**config.mk**
```make
export PLATFORM = sky130hd
export DESIGN_NAME = rx_irq_enable
export DESIGN_NICKNAME = d
export VERILOG_FILES = /design/src/verilog/rx_irq_enable.v /design/src/verilog/rx_byte_assembler.v
export VERILOG_INCLUDE_DIRS = /design/src /design/src/verilog
export SDC_FILE = /design/constraint.sdc
export NUM_CORES = 1
export LEC_CHECK = 0
export CORE_ASPECT_RATIO = 1.75
export CORE_UTILIZATION = 35
export DETAILED_ROUTE_END_ITERATION = 8
export DONT_BUFFER_PORTS = 1
export GPL_TIMING_DRIVEN = 0
export HOLD_SLACK_MARGIN = 0.06
export PLACE_DENSITY_LB_ADDON = 0.2
export SETUP_SLACK_MARGIN = 0.2
export SYNTH_ARGS = -nofsm -noshare
export SYNTH_HDL_FRONTEND = slang
export SYNTH_SLANG_ARGS = --single-unit
export TNS_END_PERCENT = 1
```
**constraint.sdc**
```tcl
create_clock -name sys_clk_i -period 5.9 [get_ports sys_clk_i]
set_input_delay 0.295 -clock sys_clk_i [delete_from_list [all_inputs] [get_ports sys_clk_i]]
set_output_delay 0.295 -clock sys_clk_i [all_outputs]
set_load 0.05 [all_outputs]
```
**src/verilog/rx_irq_defs.vh**
```
// Purpose: register map, fields and reset values of the receive irq block
// Assumes: eight-bit register port, offsets are byte addresses
// Notes: channel B fields sit four bits above the channel A fields
//
// Contract
// - enable bit 7 gates the channel B underflow interrupt.
// - reading empty channel B data register flags channel B underflow.
// - enable bit 6 gates the channel B overflow interrupt.
// - loading channel B holding register while unread flags channel B overflow.
// - enable bit 5 gates the channel B end-of-frame interrupt.
// - end-of-frame needs a valid bit, then invalid bit count exceeding gap.
// - gap length zero gives end-of-frame at the first invalid bit.
// - request asserts while an enabled end-of-frame is pending on either channel.
// - reading the status register clears the end-of-frame request.
// - enable bit 4 gates the channel B full interrupt.
// - full occurs on every load: complete byte or end-of-frame partial byte.
// - enable bit 3 gates the channel A underflow interrupt.
// - reading empty channel A data register flags channel A underflow.
// - enable bit 2 gates channel A overflow; loading unread register flags it.
// - enable bit 1 gates the channel A end-of-frame interrupt.
// - enable bit 0 gates the channel A full interrupt.
// - gap length is bits 2 to 0 of the serial-data control register.
// - status register read clears pending flow-violation and end-of-frame flags.

`ifndef RX_IRQ_DEFS_VH
`define RX_IRQ_DEFS_VH

// ****************************************
// register offsets
// ****************************************
`define ADDR_SER_CTRL 8'h06
`define ADDR_RX_IRQ_EN 8'h07
`define ADDR_RX_IRQ_STAT 8'h08
`define ADDR_RX_DATA_A 8'h09
`define ADDR_RX_DATA_B 8'h0B

// ****************************************
// reset values
// ****************************************
`define SER_CTRL_RST 4'h3
`define RX_IRQ_EN_RST 8'h00

// ****************************************
// field positions
// ****************************************
`define GAP_MSB 2
`define GAP_LSB 0
`define SER_CTRL_BITS 4
`define CH_NIBBLE 4
`define FLD_FULL 0
`define FLD_EOF 1
`define FLD_OVF 2
`define FLD_UDF 3
`define STAT_FULL 0
`define STAT_EOF 1
`define STAT_FLOW 2
`define STAT_VALID 3

// ****************************************
// counts
// ****************************************
`define BYTE_BITS 4'h8

`endif

```
**src/verilog/rx_irq_enable.v**
```verilog
// Purpose: receive holding registers, event flags and gated interrupt
// Assumes: register port is the decoded host serial port, one byte wide
// Notes: read data is registered and valid the cycle after the strobe
`timescale 1ns/100ps
`include "rx_irq_defs.vh"

module rx_irq_enable #(
  parameter CHANNELS = 2
) (
  input wire sys_clk_i,
  input wire rst_i,
  input wire [7:0] reg_addr_i,
  input wire [7:0] reg_wdata_i,
  input wire reg_wr_i,
  input wire reg_rd_i,
  output reg [7:0] reg_rdata_o,
  input wire [CHANNELS-1:0] bit_valid_i,
  input wire [CHANNELS-1:0] bit_invalid_i,
  input wire [CHANNELS-1:0] bit_data_i,
  output wire irq_o,
  output wire eof_irq_o
);

  // ****************************************
  // decode helpers
  // ****************************************
  function hit;
    input [7:0] addr;
    input [7:0] target;
    begin
      hit = (addr == target);
    end
  endfunction

  function [7:0] data_addr;
    input integer ch;
    begin
      data_addr = (ch == 0) ? `ADDR_RX_DATA_A : `ADDR_RX_DATA_B;
    end
  endfunction

  // ****************************************
  // control registers
  // ****************************************
  reg [`SER_CTRL_BITS-1:0] ser_ctrl_reg;
  reg [7:0] irq_en_reg;
  wire [2:0] gap_len;
  wire stat_rd;

  assign gap_len = ser_ctrl_reg[`GAP_MSB:`GAP_LSB];
  assign stat_rd = reg_rd_i && hit(reg_addr_i, `ADDR_RX_IRQ_STAT);

  always @(posedge sys_clk_i or posedge rst_i) begin
    if (rst_i) begin
      ser_ctrl_reg <= `SER_CTRL_RST;
      irq_en_reg <= `RX_IRQ_EN_RST;
    end else if (reg_wr_i) begin
      if (hit(reg_addr_i, `ADDR_SER_CTRL))
        ser_ctrl_reg <= reg_wdata_i[`SER_CTRL_BITS-1:0];
      if (hit(reg_addr_i, `ADDR_RX_IRQ_EN))
        irq_en_reg <= reg_wdata_i;
    end
  end

  // ****************************************
  // per channel holding register and flags
  // ****************************************
  wire [8*CHANNELS-1:0] hold_data;
  wire [4*CHANNELS-1:0] stat_nib;
  wire [CHANNELS-1:0] req;
  wire [CHANNELS-1:0] eof_req;

  genvar g;
  generate
    for (g = 0; g < CHANNELS; g = g + 1) begin : ch
      wire load;
      wire [7:0] load_data;
      wire load_all_valid;
      wire eof_evt;
      wire data_rd;
      wire [3:0] en;
      reg [7:0] hold_reg;
      reg full_reg;
      reg valid_reg;
      reg ovf_reg;
      reg udf_reg;
      reg eof_reg;

      rx_byte_assembler asm_i (
        .sys_clk_i(sys_clk_i),
        .rst_i(rst_i),
        .gap_len_i(gap_len),
        .bit_valid_i(bit_valid_i[g]),
        .bit_invalid_i(bit_invalid_i[g]),
        .bit_data_i(bit_data_i[g]),
        .load_o(load),
        .load_data_o(load_data),
        .load_all_valid_o(load_all_valid),
        .eof_o(eof_evt)
      );

      assign data_rd = reg_rd_i && hit(reg_addr_i, data_addr(g));
      assign en = irq_en_reg[`CH_NIBBLE*g +: `CH_NIBBLE];

      always @(posedge sys_clk_i or posedge rst_i) begin
        if (rst_i) begin
          hold_reg <= 8'h00;
          full_reg <= 1'b0;
          valid_reg <= 1'b0;
        end else begin
          if (load) begin
            hold_reg <= load_data;
            full_reg <= 1'b1;
            valid_reg <= load_all_valid;
          end else if (data_rd) begin
            full_reg <= 1'b0;
          end
        end
      end

      // flags: a new event in the clearing cycle survives the clear
      always @(posedge sys_clk_i or posedge rst_i) begin
        if (rst_i) begin
          ovf_reg <= 1'b0;
          udf_reg <= 1'b0;
          eof_reg <= 1'b0;
        end else begin
          // load over unread byte
          // a read in the same cycle takes the old byte first
          if (load && full_reg && !data_rd)
            ovf_reg <= 1'b1;
          else if (stat_rd)
            ovf_reg <= 1'b0;
          if (data_rd && !full_reg)
            udf_reg <= 1'b1;
          else if (stat_rd)
            udf_reg <= 1'b0;
          if (eof_evt)
            eof_reg <= 1'b1;
          else if (stat_rd)
            eof_reg <= 1'b0;
        end
      end

      assign hold_data[8*g +: 8] = hold_reg;
      assign stat_nib[4*g +: 4] = {valid_reg, ovf_reg | udf_reg,
                                   eof_reg, full_reg};
      assign req[g] = (en[`FLD_UDF] & udf_reg) |
                      (en[`FLD_OVF] & ovf_reg) |
                      (en[`FLD_EOF] & eof_reg) |
                      (en[`FLD_FULL] & full_reg);
      assign eof_req[g] = en[`FLD_EOF] & eof_reg;
    end
  endgenerate

  // ****************************************
  // interrupt outputs
  // ****************************************
  // or of enabled pending
  assign irq_o = |req;
  assign eof_irq_o = |eof_req;

  // ****************************************
  // read data path
  // ****************************************
  reg [7:0] rdata_next;

  always @* begin
    rdata_next = 8'h00;
    case (reg_addr_i)
      `ADDR_SER_CTRL: rdata_next = {4'h0, ser_ctrl_reg};
      `ADDR_RX_IRQ_EN: rdata_next = irq_en_reg;
      `ADDR_RX_IRQ_STAT: rdata_next = stat_nib[7:0];
      `ADDR_RX_DATA_A: rdata_next = hold_data[7:0];
      `ADDR_RX_DATA_B: rdata_next = hold_data[15:8];
      default: rdata_next = 8'h00;
    endcase
  end

  // unmapped reads answer zero so the host never sees stale bytes
  always @(posedge sys_clk_i or posedge rst_i) begin
    if (rst_i)
      reg_rdata_o <= 8'h00;
    else if (reg_rd_i)
      reg_rdata_o <= rdata_next;
  end

endmodule

```
**src/verilog/rx_byte_assembler.v**
```verilog
// Purpose: gathers received bits into bytes and detects end of frame
// Assumes: bit strobes come from the correlator on the same clock
// Notes: bits arrive lsb first; a partial byte is left in the upper bits
`timescale 1ns/100ps
`include "rx_irq_defs.vh"

module rx_byte_assembler (
  input wire sys_clk_i,
  input wire rst_i,
  input wire [2:0] gap_len_i,
  input wire bit_valid_i,
  input wire bit_invalid_i,
  input wire bit_data_i,
  output reg load_o,
  output reg [7:0] load_data_o,
  output reg load_all_valid_o,
  output reg eof_o
);

  reg [7:0] shift_reg;
  reg [3:0] nbits_reg;
  reg [3:0] gap_cnt_reg;
  reg in_frame_reg;
  reg [7:0] shift_next;
  reg [3:0] gap_next;

  // ****************************************
  // bit assembly and gap counting
  // ****************************************
  always @* begin
    shift_next = {bit_data_i, shift_reg[7:1]};
    gap_next = gap_cnt_reg + 4'h1;
  end

  always @(posedge sys_clk_i or posedge rst_i) begin
    if (rst_i) begin
      shift_reg <= 8'h00;
      nbits_reg <= 4'h0;
      gap_cnt_reg <= 4'h0;
      in_frame_reg <= 1'b0;
      load_o <= 1'b0;
      load_data_o <= 8'h00;
      load_all_valid_o <= 1'b0;
      eof_o <= 1'b0;
    end else begin
      load_o <= 1'b0;
      eof_o <= 1'b0;
      // a valid bit wins over a coincident invalid strobe
      if (bit_valid_i) begin
        in_frame_reg <= 1'b1;
        gap_cnt_reg <= 4'h0;
        if (nbits_reg == `BYTE_BITS - 4'h1) begin
          load_o <= 1'b1;
          load_data_o <= shift_next;
          load_all_valid_o <= 1'b1;
          nbits_reg <= 4'h0;
          shift_reg <= 8'h00;
        end else begin
          nbits_reg <= nbits_reg + 4'h1;
          shift_reg <= shift_next;
        end
      end else if (bit_invalid_i && in_frame_reg) begin
        if (gap_next > {1'b0, gap_len_i}) begin
          eof_o <= 1'b1;
          in_frame_reg <= 1'b0;
          gap_cnt_reg <= 4'h0;
          nbits_reg <= 4'h0;
          shift_reg <= 8'h00;
          if (nbits_reg != 4'h0) begin
            load_o <= 1'b1;
            load_data_o <= shift_reg;
            load_all_valid_o <= 1'b0;
          end
        end else begin
          gap_cnt_reg <= gap_next;
        end
      end
    end
  end

endmodule

```
* Word-level counts from Yosys, hierarchy flattened *
Cells that the tools add are included.

storage, ports and cells
  memories = 0
  flip-flop bits (word level) = 102
  latch bits = 0
  logic and storage cells = 177
  bits in read-only memories = 0
  bits in writable memories = 0

cells by class
  add/subtract/negate cells = 4
  $mul = 0
  bitwise operators = 16
  eq/ne operators = 9
  divide/modulo/power cells = 0
  multiplexer cells = 76
  reduce and logical (&&, ||, !) cells = 39
  order comparisons = 2
  shift operators = 0

operators with widths
  kind                                                                     number
  8-bit 2-to-1 mux                                                         18
  4-bit 2-to-1 mux                                                         14
  1-bit 2-to-1 mux                                                         43
  8-bit case mux with 5 select lines                                       1
  2-bit nonzero test                                                       14
  8-bit by 4-bit == test with 1-bit output, second input constant          3
  4-bit by 1-bit adder with 4-bit output, second input constant            4
  8-bit by 3-bit == test with 1-bit output, second input constant          2
  1-bit logical AND                                                        11
  1-bit bitwise AND                                                        8
  4-bit by 3-bit == test with 1-bit output, second input constant          2
  4-bit by 3-bit > comparator with 1-bit output                            2
  1-bit OR                                                                 8
  2-bit AND reduction                                                      4
  4-bit AND reduction                                                      2
  4-bit nonzero test                                                       2
  1-bit zero test                                                          4
  2-bit by 1-bit inequality test with 1-bit output, second input constant  2
  2-bit OR reduction                                                       2

* Logic depth before layout (Yosys ltp) *
  word-level depth = 5
  gate-level depth with buffers = 9
  depth with buffers taken out = 8

* Hierarchy *
From an unflattened synthesis, not the netlist that was laid out.

second synthesis, totals
  cells, all modules = 431
  area, all modules = 5077.4 sq um

by module, submodules not included
  module                            instances  area an instance (sq um)  cells each
  rx_irq_enable                     1          2120.8                    163
  rx_byte_assembler at ch[1].asm_i  1          1478.9                    134
  rx_byte_assembler at ch[0].asm_i  1          1477.7                    134

* Worst setup path before layout *
Ideal clock, no wire load.

  path type = register to register
  from = register ch[0].asm_i.gap_cnt_reg[0]
  to = register ch[0].asm_i.nbits_reg[0]
  clock period less this slack = 2299 ps
  setup time = 125 ps
  buffers on the path = 1
  cell stages (with the launch flop) = 10
  slack = 3601 ps
  data required time = 5775 ps
  data arrival time = 2174 ps
  cells stage by stage = dfrtp_1 -> ha_1 -> xor2_1 -> ha_1 -> and3_1 -> a21oi_1 -> o21ai_2 -> and2_4 -> buf_6 -> mux2_4

between the ends
  cells in the longest elaborated chain, start to end = 4

ends and longest elaborated chain
  item                                           line                    RTL
  from (decl)                                    rx_byte_assembler.v:22  reg [3:0] gap_cnt_reg;
  from (signal assigned)                         rx_byte_assembler.v:75  gap_cnt_reg <= gap_next;
  4-bit by 1-bit adder with 4-bit output         rx_byte_assembler.v:32  gap_next = gap_cnt_reg + 4'h1;
  4-bit by 3-bit > comparator with 1-bit output  rx_byte_assembler.v:63  if (gap_next > {1'b0, gap_len_i}) begin
  2-bit nonzero test (no source line)            --
  2-bit AND reduction (no source line)           --
  to (signal assigned)                           rx_byte_assembler.v:59  nbits_reg <= nbits_reg + 4'h1;
  to (decl)                                      rx_byte_assembler.v:21  reg [3:0] nbits_reg;

No other way between the ends.
A chain may end at the register's enable or synchronous reset.

* Worst setup path in the final report *
  from = register ch[0].asm_i.gap_cnt_reg[0]
  to = register ch[0].asm_i.load_data_o[2]

between the ends
  cells in the longest elaborated chain, start to end = 4

ends and longest elaborated chain
  item                                           line                    RTL
  4-bit by 1-bit adder with 4-bit output         rx_byte_assembler.v:32
  4-bit by 3-bit > comparator with 1-bit output  rx_byte_assembler.v:63
  2-bit nonzero test (no source line)            --
  4-bit AND reduction (no source line)           --
  to (signal assigned)                           rx_byte_assembler.v:54  load_data_o <= shift_next;
  to (signal assigned)                           rx_byte_assembler.v:71  load_data_o <= shift_reg;
  to (decl)                                      rx_byte_assembler.v:15  output reg [7:0] load_data_o,

No other way between the ends.

==> flow_summary.json <==
{
  "outcome": "completed",
  "synth_top_cells_by_area": "dfrtp_1, a22o_1, mux2_2, ha_1, o22a_1",
  "antenna_found_initial": 0,
  "core-area_um2": 13000,
  "synthAdderAreaFrac_pct": 3.21,
  "path_max_fanout": 10,
  "final_layout_size_suffix_gt1_share_pct": 15.9,
  "drt_wl_total_mm": 10.2,
  "rsz0062_at_grt": "no",
  "route.detailed.drc": 0,
  "synth_simple_gate_area_share_pct": 9.32,
  "r2r_end": "ch[0].asm_i.load_data_o[2]",
  "final_nets": 441,
  "fp.dieW_um": 89.3,
  "cp.arrival_ps": 2800,
  "worstSetupPathType": "flip-flop to flip-flop",
  "first_iter_violations": 165,
  "die_h_um": 155,
  "cts-buffers-inserted": 9,
  "ys_seq_area_share_pct": 54.7,
  "yosysTopAreaCell": "dfrtp_1",
  "hpwlAfterDp_mm": 7.50,
  "track_usage_pct": 16.6,
  "syn_inst": 388,
  "synth_cell_type_count": 51,
  "vias": 3128,
  "dp_cells": 560,
  "regToRegStartpoint": "ch[0].asm_i.gap_cnt_reg[0]",
  "cp-end-kind": "flip-flop",
  "root_buffer": "clkbuf_16",
  "critical_path.cell_chain": "ha_1, xor2_1, ha_1, and3_1, a21oi_1, o2111ai_2, nand2_2, o21a_1",
  "r2r_cells": 8,
  "gp_routability_congestion": 0.885,
  "rows": 55,
  "p_per_area_nw_per_um2": 384,
  "path_buf_inv": 0,
  "clkSlewWorstSetupHoldPaths_ps": 70,
  "peakVddDrop_mv": 0.185,
  "antenna_cells": 0,
  "ys_ff_latch": 102,
  "cp_top_family": "compound AO/OA/AOI/OAI gates",
  "syn_area_per_cell_um2": 12.0,
  "grt_pass1_wl_mm": 17.2,
  "ios": 36,
  "cp-startpoint": "ch[0].asm_i.gap_cnt_reg[0]",
  "critical_path.max_stage_delay_ps": 430,
  "grt-ovfl-total": 0,
  "hold_end": "ser_ctrl_reg[2]",
  "clock_sinks": 102,
  "wl_per_cell_um": 17.6,
  "min_period_ps": 2530,
  "layout_commonest_cell": "dfrtp_1",
  "synthMuxAreaShare_pct": 7.95,
  "async_flop_share_pct": 100,
  "tightestPinTransition_ps": 859,
  "stdcell_count": 579,
  "fin_tns_setup_ps": 0,
  "slew_headroom_pct": 42.4,
  "setup_viol": 0,
  "first_global_vias": 3367,
  "cp_common_cell": "ha_1",
  "via_per_inst": 5.40,
  "synth_xor_area_share_pct": 1.50,
  "fmax_ghz": 0.395,
  "synth_compound_gate_area_share_pct": 20.3,
  "maxCapViolCount": 0,
  "post_cts_resized": 0,
  "initial_core_util_pct": 35.9,
  "fin_crit_sh_pct": 42.9,
  "holdWs_ps": 84.7,
  "drt_first_pass_iters": 4,
  "timing.final.hold_violations": 0,
  "grt_max_degree": 59,
  "ys.flop_type": "dfrtp_1",
  "crit_slowest_cell": "dfrtp_1",
  "syn_area_um2": 4670,
  "cts_buffer_depth": 2,
  "h-tree-depth": 3,
  "postCtsSetupRepairBufs": 0,
  "worstSkewPairLatency_ps": 340,
  "ff2ff_setup_slack_ps": 3370,
  "postRouteAntennaNets": 0,
  "mostFrequentLayoutCells": "dfrtp_1, a22o_1, nand2_1",
  "hold_class": "primary input to flip-flop",
  "min_from": "reg_wdata_i[2]",
  "die_area_um2": 13800,
  "p_leak_nw": 2.33,
  "synth_nets": 426,
  "dpl-instance-area_um2": 4920,
  "cp.required_ps": 6170,
  "cts_tree": "done",
  "syn_to_final_growth_pct": 12.0,
  "slew_viol_final": 0,
  "hold-path-cell-count": 2,
  "ys_warn_count": 0,
  "yosysTopAreaCellShare_pct": 53.6,
  "design_area_um2": 5230,
  "fin_util_pct": 40.2,
  "synth_top_family_by_area": "compound AO/OA/AOI/OAI gates",
  "cp-start-kind": "flip-flop",
  "numPortBuffers": 0,
  "synth-edff-count": 0,
  "clock_skew_ps": 6.45
}
## layer usage
| layer | global-route usage (%) | wire [µm] | part of all wire [%] | vias up |
|---|---|---|---|---|
| li1 | - | - | - | 1472 |
| met1 | 19.0 | 4010 | 39 | 1553 |
| met2 | 27.4 | 5150 | 51 | 70 |
| met3 | 3.74 | 442 | 4.3 | 33 |
| met4 | 10.2 | 594 | 5.8 | 0 |
| met5 | 0 | 0 | 0 | - |
## Yosys cell counts, types with 9 or more instances
| cell type | count |
|---|---|
| inv_1 | 15 |
| nor2_1 | 14 |
| mux2_2 | 21 |
| mux2_4 | 9 |
| o22a_1 | 17 |
| ha_1 | 12 |
| nand2_1 | 24 |
| a21oi_1 | 15 |
| o21ai_0 | 9 |
| a22o_1 | 28 |
| o21a_1 | 17 |
| dfrtp_1 | 100 |
| nand3_1 | 11 |
## kinds of logic (layout without fill, tap and decap cells)
group / count (synthesis) / after routing
xor+xnor: 8 / 8
compound gates: 122 / 122
mux: 30 / 30
fa+ha+maj: 12 / 12
simple gates: 84 / 84
buf+inv: 30 / 50
flops: 102 / 102
## cell type report
class / instances / area (µm²)
buffer: 15 / 85.1
clock buffer: 13 / 270
clock inverter: 3 / 17.5
fill: 1256 / 7770
inverter: 15 / 58.8
multi-input combinational: 256 / 1980
sequential: 102 / 2550
tap: 171 / 214
timing repair buffer: 4 / 57.6
## worst max path at each step
stage                            endpoint  cells past startpoint
2_1_floorplan           ch[0].asm_i.eof_o                      1
3_3_place_gp                irq_en_reg[7]                      1
3_5_place_dp   ch[0].asm_i.load_data_o[2]                      8
4_1_cts        ch[0].asm_i.load_data_o[2]                      8
5_1_grt        ch[0].asm_i.load_data_o[6]                      8
6_report       ch[0].asm_i.load_data_o[2]                      8
## repair_timing
action	4_1_cts	5_1_grt
setup endpoints to repair	0	0
hold buffers	3	0
hold endpoints to repair	60	0
## power by group
| part | total, W | switching (W) | internal [W] |
|---|---|---|---|
| clock network | 0.000569 | 0.000249 | 0.000320 |
| logic | 0.000376 | 0.000162 | 0.000214 |
| registers | 0.00106 | 0.000167 | 0.000897 |
| total | 0.00201 | 0.000577 | 0.00143 |
## metrics by stage
stage | total power, W | setup WS, ps
global placement | 0.00143 | 1790
global route | 0.00214 | 3100
detailed placement | 0.00146 | 3350
floorplan | 0.00133 | 2930
finish | 0.00201 | 3370
CTS | 0.00204 | 3330
(Power assumes the default switching activity.)
